<file path="src/inc/urdc_pkg.sv">
// Constants and types shared by the USB reset and DMA request control block
package urdc_pkg;

  ////////////////////////////////////////////////////////////////////////////
  // Register byte offsets
  localparam logic [7:0] ADDR_CONTROL = 8'h00;
  localparam logic [7:0] ADDR_DMA_SEL = 8'h04;
  localparam logic [7:0] ADDR_STATUS = 8'h08;

  ////////////////////////////////////////////////////////////////////////////
  // Control register layout and reset value
  localparam int CTL_CORE_RST_BIT = 0;
  localparam int CTL_IFC_RST_BIT = 1;
  localparam int CTL_CLK_SEL_LSB = 2;
  localparam int CTL_CLK_SEL_W = 4;
  localparam logic [7:0] CONTROL_RESET = 8'h03;
  localparam logic [3:0] CLK_SEL_PLL_OFF = 4'h0;

  ////////////////////////////////////////////////////////////////////////////
  // DMA request select layout and reset value
  localparam int EP1_SEL_LSB = 0;
  localparam int EP2_SEL_LSB = 2;
  localparam logic [7:0] DMA_SEL_RESET = 8'h00;
  localparam logic [7:0] DMA_SEL_WR_MASK = 8'h0f;
  localparam logic [1:0] SEL_NONE = 2'h0;
  localparam logic [1:0] SEL_LINE0 = 2'h2;
  localparam logic [1:0] SEL_LINE1 = 2'h3;

  ////////////////////////////////////////////////////////////////////////////
  // Status register layout
  localparam int STS_CLK_READY_BIT = 0;

  ////////////////////////////////////////////////////////////////////////////
  // Operating clock stabilisation time
  localparam int STAB_TIME_US = 2000;
  localparam int CLK_MHZ = 25;
  localparam int STAB_CYCLES = STAB_TIME_US * CLK_MHZ;

  ////////////////////////////////////////////////////////////////////////////
  // Stabilisation timer states
  typedef enum logic [1:0] {
    URDC_STAB_IDLE = 2'b00,
    URDC_STAB_COUNT = 2'b01,
    URDC_STAB_READY = 2'b10
  } urdc_stab_state_t;

endpackage

</file>
<file path="src/core/urdc_req_route.sv">
// Routes one endpoint's DMA request onto one of two request lines
module urdc_req_route (
  input wire logic [1:0] sel,
  input wire logic ep_req,
  output logic to_line0,
  output logic to_line1
);

  // Reserved code 01 behaves like 00: no request at all
  always_comb
  begin
    to_line0 = ep_req && (sel == urdc_pkg::SEL_LINE0);
    to_line1 = ep_req && (sel == urdc_pkg::SEL_LINE1);
  end

endmodule

</file>
<file path="src/core/urdc_stab_timer.sv">
// Operating clock stabilisation timer driving the clock-ready flag
module urdc_stab_timer #(
  parameter int CYCLES = urdc_pkg::STAB_CYCLES
) (
  input wire logic hclk,
  input wire logic hresetn,
  input wire logic pll_run,
  output logic ready
);

  localparam int CW = $clog2(CYCLES + 1);
  localparam logic [CW-1:0] LAST = CW'(CYCLES - 1);

  urdc_pkg::urdc_stab_state_t state_reg;
  logic [CW-1:0] count_reg;

  ////////////////////////////////////////////////////////////////////////////
  // Any drop of the PLL run level restarts the wait from zero
  always_ff @(posedge hclk or negedge hresetn)
  begin
    if (!hresetn)
    begin
      state_reg <= urdc_pkg::URDC_STAB_IDLE;
      count_reg <= '0;
    end
    else if (!pll_run)
    begin
      state_reg <= urdc_pkg::URDC_STAB_IDLE;
      count_reg <= '0;
    end
    else
    begin
      case (state_reg)
        urdc_pkg::URDC_STAB_IDLE:
        begin
          state_reg <= urdc_pkg::URDC_STAB_COUNT;
          count_reg <= '0;
        end
        urdc_pkg::URDC_STAB_COUNT:
        begin
          if (count_reg == LAST)
            state_reg <= urdc_pkg::URDC_STAB_READY;
          else
            count_reg <= count_reg + CW'(1);
        end
        urdc_pkg::URDC_STAB_READY:
          state_reg <= urdc_pkg::URDC_STAB_READY;
        default:
          state_reg <= urdc_pkg::URDC_STAB_IDLE;
      endcase
    end
  end

  // Flag only after the full count
  assign ready = (state_reg == urdc_pkg::URDC_STAB_READY);

  stab_ready_a: assert property (@(posedge hclk) disable iff (!hresetn)
    $rose(ready) |-> $past(count_reg) == LAST && $past(pll_run))
    else $error("clock ready rose before the full wait");

  stab_restart_a: assert property (@(posedge hclk) disable iff (!hresetn)
    !pll_run |=> !ready ##1 !ready)
    else $error("clock ready set without a running PLL");

endmodule

</file>
<file path="src/core/urdc_top.sv">
// AHB-Lite register bank for USB soft resets and DMA request routing
// Overview of operation
// Interface reset bit holds USB modules in reset, except control and ready flag.
// Both soft reset bits come up as 1 after reset.
// Software clears interface reset only after clock stabilisation time.
// Software re-setting interface reset also sets core reset together.
// Core reset bit holds the controller core and stops bus sync.
// Software clears core reset only after the pull-up is enabled.
// In suspend software keeps core reset at 0, then stops module.
// Software sets core reset after bus supply disconnect.
// Endpoint-2 select: 00 none, 10 line 0, 11 line 1.
// Endpoint-1 select: 00 none, 10 line 0, 11 line 1.
// Select register bits 7 to 4 read zero, ignore writes.
// Software gives the two endpoints different request lines.
// Software writes zero to select register for DMA auto-request.
// Clock ready flag rises 2 ms after the PLL starts.
// Reserved select code 01 issues no request.
//
// Decided for this implementation: the address map and the AHB-Lite slave port.
module urdc_top #(
  parameter int STAB_CYCLES = urdc_pkg::STAB_CYCLES
) (
  input wire logic hclk,
  input wire logic hresetn,
  input wire logic hsel,
  input wire logic [31:0] haddr,
  input wire logic [1:0] htrans,
  input wire logic hwrite,
  input wire logic [2:0] hsize,
  input wire logic [31:0] hwdata,
  input wire logic hready,
  output logic hreadyout,
  output logic hresp,
  output logic [31:0] hrdata,
  input wire logic usb_module_stop_bit,
  input wire logic ep1_dma_req,
  input wire logic ep2_dma_req,
  output logic usb_ifc_reset,
  output logic usb_core_reset,
  output logic bus_sync_enable,
  output logic op_clock_ready_flag,
  output logic dma_request_line_0,
  output logic dma_request_line_1
);

  logic [7:0] usb_control_reg;
  logic [7:0] usb_dma_request_select_reg;
  logic wr_pend_reg;
  logic rd_pend_reg;
  logic [7:0] addr_reg;
  logic addr_phase;
  logic pll_run;
  logic ep1_l0, ep1_l1, ep2_l0, ep2_l1;
  logic line0_next, line1_next;
  logic line0_reg, line1_reg;
  logic boot_reg;
  logic [1:0] ep1_sel, ep2_sel;

  ////////////////////////////////////////////////////////////////////////////
  // Bus slave: zero wait states, always OKAY
  assign hreadyout = 1'b1;
  assign hresp = 1'b0;
  assign addr_phase = hsel && hready && htrans[1];

  // Address phase capture; only the low byte of the address decodes
  always_ff @(posedge hclk or negedge hresetn)
  begin
    if (!hresetn)
    begin
      wr_pend_reg <= 1'b0;
      rd_pend_reg <= 1'b0;
      addr_reg <= 8'h00;
    end
    else if (hready)
    begin
      wr_pend_reg <= addr_phase && hwrite;
      rd_pend_reg <= addr_phase && !hwrite;
      addr_reg <= haddr[7:0];
    end
  end

  // Control register; soft reset bits come up set
  always_ff @(posedge hclk or negedge hresetn)
  begin
    if (!hresetn)
      usb_control_reg <= urdc_pkg::CONTROL_RESET;
    else if (wr_pend_reg && addr_reg == urdc_pkg::ADDR_CONTROL)
      usb_control_reg <= hwdata[7:0];
  end

  // Select register; upper nibble can never be written
  always_ff @(posedge hclk or negedge hresetn)
  begin
    if (!hresetn)
      usb_dma_request_select_reg <= urdc_pkg::DMA_SEL_RESET;
    else if (wr_pend_reg && addr_reg == urdc_pkg::ADDR_DMA_SEL)
      usb_dma_request_select_reg <= hwdata[7:0] &
        urdc_pkg::DMA_SEL_WR_MASK;
  end

  // Read mux from registered state; unmapped offsets read zero
  always_comb
  begin
    hrdata = 32'h0000_0000;
    if (rd_pend_reg)
    begin
      case (addr_reg)
        urdc_pkg::ADDR_CONTROL:
          hrdata[7:0] = usb_control_reg;
        urdc_pkg::ADDR_DMA_SEL:
          hrdata[7:0] = usb_dma_request_select_reg;
        urdc_pkg::ADDR_STATUS:
          hrdata[urdc_pkg::STS_CLK_READY_BIT] = op_clock_ready_flag;
        default:
          hrdata = 32'h0000_0000;
      endcase
    end
  end

  ////////////////////////////////////////////////////////////////////////////
  // Soft reset outputs to the USB logic
  assign usb_ifc_reset = usb_control_reg[urdc_pkg::CTL_IFC_RST_BIT];
  assign usb_core_reset = usb_control_reg[urdc_pkg::CTL_CORE_RST_BIT];
  assign bus_sync_enable = !usb_core_reset;

  ////////////////////////////////////////////////////////////////////////////
  // PLL runs once a clock is chosen and the module is not stopped.
  // The timer ignores the interface reset so the flag survives it.
  assign pll_run = !usb_module_stop_bit &&
    (usb_control_reg[urdc_pkg::CTL_CLK_SEL_LSB +: urdc_pkg::CTL_CLK_SEL_W]
     != urdc_pkg::CLK_SEL_PLL_OFF);

  urdc_stab_timer #(
    .CYCLES(STAB_CYCLES)
  ) u_stab (
    .hclk(hclk),
    .hresetn(hresetn),
    .pll_run(pll_run),
    .ready(op_clock_ready_flag)
  );

  ////////////////////////////////////////////////////////////////////////////
  // Endpoint request routing, one instance per endpoint
  assign ep1_sel = usb_dma_request_select_reg[urdc_pkg::EP1_SEL_LSB +: 2];
  assign ep2_sel = usb_dma_request_select_reg[urdc_pkg::EP2_SEL_LSB +: 2];

  urdc_req_route u_ep1 (
    .sel(ep1_sel),
    .ep_req(ep1_dma_req),
    .to_line0(ep1_l0),
    .to_line1(ep1_l1)
  );

  urdc_req_route u_ep2 (
    .sel(ep2_sel),
    .ep_req(ep2_dma_req),
    .to_line0(ep2_l0),
    .to_line1(ep2_l1)
  );

  // Interface reset silences the lines; shared lines simply merge
  assign line0_next = !usb_ifc_reset && (ep1_l0 || ep2_l0);
  assign line1_next = !usb_ifc_reset && (ep1_l1 || ep2_l1);

  // Registered so the DMA controller sees glitch-free requests
  always_ff @(posedge hclk or negedge hresetn)
  begin
    if (!hresetn)
    begin
      line0_reg <= 1'b0;
      line1_reg <= 1'b0;
    end
    else
    begin
      line0_reg <= line0_next;
      line1_reg <= line1_next;
    end
  end

  assign dma_request_line_0 = line0_reg;
  assign dma_request_line_1 = line1_reg;

  ////////////////////////////////////////////////////////////////////////////
  // Checks
  always_ff @(posedge hclk or negedge hresetn)
  begin
    if (!hresetn)
      boot_reg <= 1'b0;
    else
      boot_reg <= 1'b1;
  end

  reset_values_a: assert property (@(posedge hclk) disable iff (!hresetn)
    !boot_reg |-> usb_ifc_reset && usb_core_reset)
    else $error("soft resets not set after reset");

  ifc_write_a: assert property (@(posedge hclk) disable iff (!hresetn)
    wr_pend_reg && addr_reg == urdc_pkg::ADDR_CONTROL |=>
      usb_ifc_reset == $past(hwdata[urdc_pkg::CTL_IFC_RST_BIT]))
    else $error("interface reset did not follow write");

  ifc_gates_dma_a: assert property (@(posedge hclk) disable iff (!hresetn)
    usb_ifc_reset |=> !dma_request_line_0 && !dma_request_line_1)
    else $error("dma request while interface held in reset");

  core_sync_a: assert property (@(posedge hclk) disable iff (!hresetn)
    usb_core_reset != bus_sync_enable)
    else $error("bus sync running during core reset");

  ep2_route_a: assert property (@(posedge hclk) disable iff (!hresetn)
    ep2_sel == urdc_pkg::SEL_LINE0 && ep2_dma_req && !usb_ifc_reset |=>
      dma_request_line_0)
    else $error("ep2 request missing on line 0");

  ep1_route_a: assert property (@(posedge hclk) disable iff (!hresetn)
    ep1_sel == urdc_pkg::SEL_LINE1 && ep1_dma_req && !usb_ifc_reset |=>
      dma_request_line_1)
    else $error("ep1 request missing on line 1");

  reserved_read_a: assert property (@(posedge hclk) disable iff (!hresetn)
    rd_pend_reg && addr_reg == urdc_pkg::ADDR_DMA_SEL |->
      hrdata[31:4] == 28'h0000000)
    else $error("select register upper bits not zero");

  idle_code_a: assert property (@(posedge hclk) disable iff (!hresetn)
    !ep1_sel[1] && !ep2_sel[1] |=>
      !dma_request_line_0 && !dma_request_line_1)
    else $error("request issued for code 00 or 01");

  ////////////////////////////////////////////////////////////////////////////
  // Routing: each routed request shows, and nothing unrouted does
  ep2_line1_a: assert property (@(posedge hclk) disable iff (!hresetn)
    ep2_sel == urdc_pkg::SEL_LINE1 && ep2_dma_req && !usb_ifc_reset |=>
      dma_request_line_1)
    else $error("ep2 request missing on line 1");

  ep1_line0_a: assert property (@(posedge hclk) disable iff (!hresetn)
    ep1_sel == urdc_pkg::SEL_LINE0 && ep1_dma_req && !usb_ifc_reset |=>
      dma_request_line_0)
    else $error("ep1 request missing on line 0");

  no_request_a: assert property (@(posedge hclk)
    disable iff (!hresetn)
    !ep1_dma_req && !ep2_dma_req |=>
      !dma_request_line_0 && !dma_request_line_1)
    else $error("request line high with no request");

  line0_src_a: assert property (@(posedge hclk)
    disable iff (!hresetn)
    dma_request_line_0 |->
      $past(ep1_dma_req && ep1_sel == urdc_pkg::SEL_LINE0 ||
        ep2_dma_req && ep2_sel == urdc_pkg::SEL_LINE0))
    else $error("line 0 raised without a routed request");

  line1_src_a: assert property (@(posedge hclk)
    disable iff (!hresetn)
    dma_request_line_1 |->
      $past(ep1_dma_req && ep1_sel == urdc_pkg::SEL_LINE1 ||
        ep2_dma_req && ep2_sel == urdc_pkg::SEL_LINE1))
    else $error("line 1 raised without a routed request");

  ////////////////////////////////////////////////////////////////////////////
  // Register path: stored bits, write landing and read data
  sel_upper_a: assert property (@(posedge hclk) disable iff (!hresetn)
    usb_dma_request_select_reg[7:4] == 4'h0)
    else $error("select register upper bits stored");

  sel_write_a: assert property (@(posedge hclk)
    disable iff (!hresetn)
    wr_pend_reg && addr_reg == urdc_pkg::ADDR_DMA_SEL |=>
      ep1_sel == $past(hwdata[1:0]) && ep2_sel == $past(hwdata[3:2]))
    else $error("select codes did not follow write");

  core_write_a: assert property (@(posedge hclk) disable iff (!hresetn)
    wr_pend_reg && addr_reg == urdc_pkg::ADDR_CONTROL |=>
      usb_core_reset == $past(hwdata[urdc_pkg::CTL_CORE_RST_BIT]))
    else $error("core reset did not follow write");

  ctl_write_a: assert property (@(posedge hclk) disable iff (!hresetn)
    wr_pend_reg && addr_reg == urdc_pkg::ADDR_CONTROL |=>
      usb_control_reg == $past(hwdata[7:0]))
    else $error("control register did not store write");

  ready_read_a: assert property (@(posedge hclk) disable iff (!hresetn)
    rd_pend_reg && addr_reg == urdc_pkg::ADDR_STATUS |->
      hrdata == {31'h0000_0000, op_clock_ready_flag})
    else $error("status read does not show clock ready");

  rdata_idle_a: assert property (@(posedge hclk) disable iff (!hresetn)
    !rd_pend_reg |-> hrdata == 32'h0000_0000)
    else $error("read data outside a read data phase");

  sel_reset_a: assert property (@(posedge hclk) disable iff (!hresetn)
    !boot_reg |-> usb_dma_request_select_reg == urdc_pkg::DMA_SEL_RESET)
    else $error("select register not cleared by reset");

  ////////////////////////////////////////////////////////////////////////////
  // Timer and flag survive the interface reset, unlike the request lines
  timer_kept_a: assert property (@(posedge hclk) disable iff (!hresetn)
    usb_ifc_reset && pll_run && op_clock_ready_flag |=>
      op_clock_ready_flag)
    else $error("clock ready lost under interface reset");

endmodule

</file>
<file path="config.mk">
export PLATFORM = sky130hd
export DESIGN_NAME = urdc_top
export DESIGN_NICKNAME = d
export VERILOG_FILES = /design/src/inc/urdc_pkg.sv /design/src/core/urdc_req_route.sv /design/src/core/urdc_stab_timer.sv /design/src/core/urdc_top.sv
export SDC_FILE = /design/constraint.sdc
export NUM_CORES = 1
export LEC_CHECK = 0
export BUFFER_PORTS_ARGS = -buffer_cell sky130_fd_sc_hd__buf_2
export CELL_PAD_IN_SITES_DETAIL_PLACEMENT = 0
export CELL_PAD_IN_SITES_GLOBAL_PLACEMENT = 1
export CORE_ASPECT_RATIO = 1.2
export CORE_MARGIN = 3
export CORE_UTILIZATION = 30
export DETAILED_ROUTE_END_ITERATION = 8
export MAX_ROUTING_LAYER = met4
export PLACE_DENSITY_LB_ADDON = 0.1
export SETUP_SLACK_MARGIN = 0.15
export SLEW_MARGIN = 0
export SYNTH_ARGS = -nofsm -noshare
export SYNTH_HDL_FRONTEND = slang
export SYNTH_HIERARCHICAL = 1
export SYNTH_SLANG_ARGS = --single-unit
</file>
<file path="constraint.sdc">
create_clock -name hclk -period 2 [get_ports hclk]
set_input_delay 0.4 -clock hclk [delete_from_list [all_inputs] [get_ports hclk]]
set_output_delay 0.4 -clock hclk [all_outputs]
set_load 0.05 [all_outputs]
</file>
==> results.json <==
{
  "async_reset_ff_frac": 1.00,
  "met2_length_um": 2730,
  "stdcell_area_mm2": 0.00310,
  "grt_start_max_net_pins": 43,
  "timing.fmax_ghz": 0.488,
  "synth_warnings": 6,
  "slew_headroom": 0.631,
  "hold_viol": 0,
  "worstHoldPathType": "in2async",
  "drc": 0,
  "post-route-util": 0.402,
  "initial_core_util": 0.311,
  "core_region_area_mm2": 0.00771,
  "htree_num_levels": 2,
  "p_leak_nw": 1.39,
  "fp.dieW_um": 87.6,
  "yosys-top-cells-area": "dfrtp_1 (42%), mux2_2 (9.9%), buf_4 (8.5%), nor2_1 (3.0%), ha_1 (2.6%)",
  "wl_per_cell_um": 13.4,
  "failed_checks": "setup timing",
  "crit_fanout": 3,
  "place.gp.congestion": 0.775,
  "largest_reg_flops": 16,
  "drive_above_1_share": 0.425,
  "cap_violations": 0,
  "avgSynthCellArea_um2": 10.2,
  "wl_um": 5320,
  "crit_required_ns": 1.60,
  "crit_path_start_kind": "flop",
  "tightest_slew_ns": 0.554,
  "fin_crit_sh": 1.02,
  "clock-sinks": 42,
  "insertion_delay_ns": 0.29,
  "filler_cell_count": 768,
  "regToRegSetupSlack_ns": 0.07,
  "synth_most_common_cell": "dfrtp_1",
  "endpoint_kind": "primary output",
  "via_count": 1846,
  "synth_largest_area_cell": "dfrtp_1",
  "placed_cell_area_mm2": 0.00275,
  "synth_cells": 236,
  "dp_cells": 378,
  "die-area_mm2": 0.00911,
  "grt_overflow_total": 0,
  "antenna_found_initial": 0,
  "ys_ff_latch": 42,
  "cts_root_buffer": "clkbuf_8",
  "via_per_inst": 4.64,
  "clockBufferDepth": 2,
  "first_pass_iters": 7,
  "cts_buffers": 5,
  "vdd_ir_drop_max_mv": 0.453,
  "status": "finished with violations",
  "cp_data_arrival_time_ns": 1.65,
  "num_antenna_cells": 0,
  "antenna_left": 0,
  "path_class": "reg2out",
  "hold_buffers": 0,
  "maxUsedRoutingLayer": "met4",
  "io_pins": 117,
  "worst_slack_ns": -0.0478,
  "hpwl_um": 3910,
  "synth_top_area_share": 0.417,
  "cts.reportedPaths.clkPinSlew_ns": 0.09,
  "dieHeight_um": 104,
  "slew_violations": 0,
  "period_needed_ns": 2.05,
  "syn_to_final_growth_pct": 29.3,
  "power_density_mw_per_mm2": 796,
  "yosysSeqAreaShare": 0.439,
  "rows": 35,
  "synth_edf_count": 0,
  "drt-initial-drc-count": 37,
  "finalSetupViolCount": 8,
  "grt_pass1_vias": 1836,
  "synthDistinctLibCells": 43,
  "route.met3.wl_um": 255,
  "grt_pass1_wl_um": 8770,
  "fin_skew_ns": 0.00559,
  "ys.flop_type": "dfrtp_1",
  "whs_ns": 0.171,
  "grt_use_total": 0.124,
  "rsz0062_at_grt": "yes",
  "layout.cells.non_filler": 398,
  "final_nets": 387,
  "syn_area_mm2": 0.00240,
  "netlist_top_cells_count": "dfrtp_1 (40), buf_4 (27), mux2_2 (21)",
  "io_buffers": 38,
  "met1Wirelength_um": 2290,
  "tritoncts": "built"
}
## placed cells by master, fill, tap and decap left out, drive strengths merged, types with 2 or more instances in the layout
master	synthesis	routed
nand2	10	10
nand4	6	6
conb	2	26
clkbuf	3	6
buf	29	70
and3	2	2
dfstp	2	2
nand4b	4	4
inv	13	13
nor3	5	5
or3	7	7
ha	5	5
o21ai	15	15
a21oi	9	9
nand3	12	12
and4	2	2
and3b	2	2
mux2i	5	5
nor4	3	3
or4	4	4
nor2	20	20
or4b	2	2
xnor2	4	4
o211ai	2	2
dfrtp	40	40
mux2	21	21
## timing repair
item / in CTS / in global routing
endpoints found under the setup margin: 17 / 38
pin swaps: 12 / 13
resized for setup: 26 / 16
setup buffers: 10 / 2
## report_power, final
part	internal (mW)	total (mW)	switching (mW)	leakage, nW
registers	0.917	0.968	0.0512	0.534
logic	0.312	0.825	0.512	0.801
clock network	0.373	0.677	0.304	0.0514
## cell type report
| class | instances | area, um^2 | area share |
|---|---|---|---|
| clock buffer | 6 | 72.6 | 0.0234 |
| clock inverter | 2 | 37.5 | 0.0121 |
| inverter | 13 | 48.8 | 0.0157 |
| multi-input combinational | 173 | 1270 | 0.411 |
| sequential | 42 | 1050 | 0.340 |
| tap | 92 | 115 | 0.0371 |
| timing repair buffer | 70 | 499 | 0.161 |
## metrics by stage
| stage | total power, mW | setup WS, ns | TNS, ns |
|---|---|---|---|
| final | 2.47 | -0.0478 | -0.197 |
| after global routing | 2.64 | -0.164 | -1.13 |
| after CTS | 2.48 | -0.0961 | -0.505 |
| after detailed placement | 1.73 | 0.0507 | 0 |
| after global placement | 1.73 | 0.0680 | 0 |
| after floorplan | 1.55 | -0.0162 | -0.0794 |
## cells by family (layout without fill, tap and decap cells)
| group | after synthesis | count (layout) | share of synthesized area |
|---|---|---|---|
| AO/OA/AOI/OAI | 30 | 30 | 0.0777 |
| XOR/XNOR | 4 | 4 | 0.0146 |
| adder cells (fa/ha/maj) | 5 | 5 | 0.0261 |
| buffers and inverters | 45 | 91 | 0.113 |
| flip-flops | 42 | 42 | 0.439 |
| multiplexers | 26 | 26 | 0.119 |
| other | 2 | 26 | 0.00313 |
| AND/OR/NAND/NOR | 82 | 82 | 0.207 |
## layer usage
metal,GRT usage,vias up
met1,0.154,883
met4,0.0329,0
met2,0.199,38
met5,-,-
li1,-,920
met3,0.0309,5
## final timing paths
path,startpoint,to,depth (start not counted)
max,addr_reg[5]$_DFFE_PN0P_,hrdata[2],4
min,hresetn,usb_control_reg[6]$_DFFE_PN0P_,2
max reg2reg,u_stab/count_reg[4]$_DFFE_PN0P_,u_stab/count_reg[1]$_DFFE_PN0P_,4
min reg2reg,usb_control_reg[7]$_DFFE_PN0P_,usb_control_reg[7]$_DFFE_PN0P_,1
max in group asynchronous,hresetn,usb_control_reg[0]$_DFFE_PN1P_,2
min in group hclk,haddr[4],addr_reg[4]$_DFFE_PN0P_,2
## worst max-delay path, stage by stage (launching register included)
cell	delay [ns]
dfrtp_1	0.42
nor4_4	0.35
nand4b_1	0.22
nor2_1	0.19
buf_6	0.18
Power figures use the tool's default switching activity.
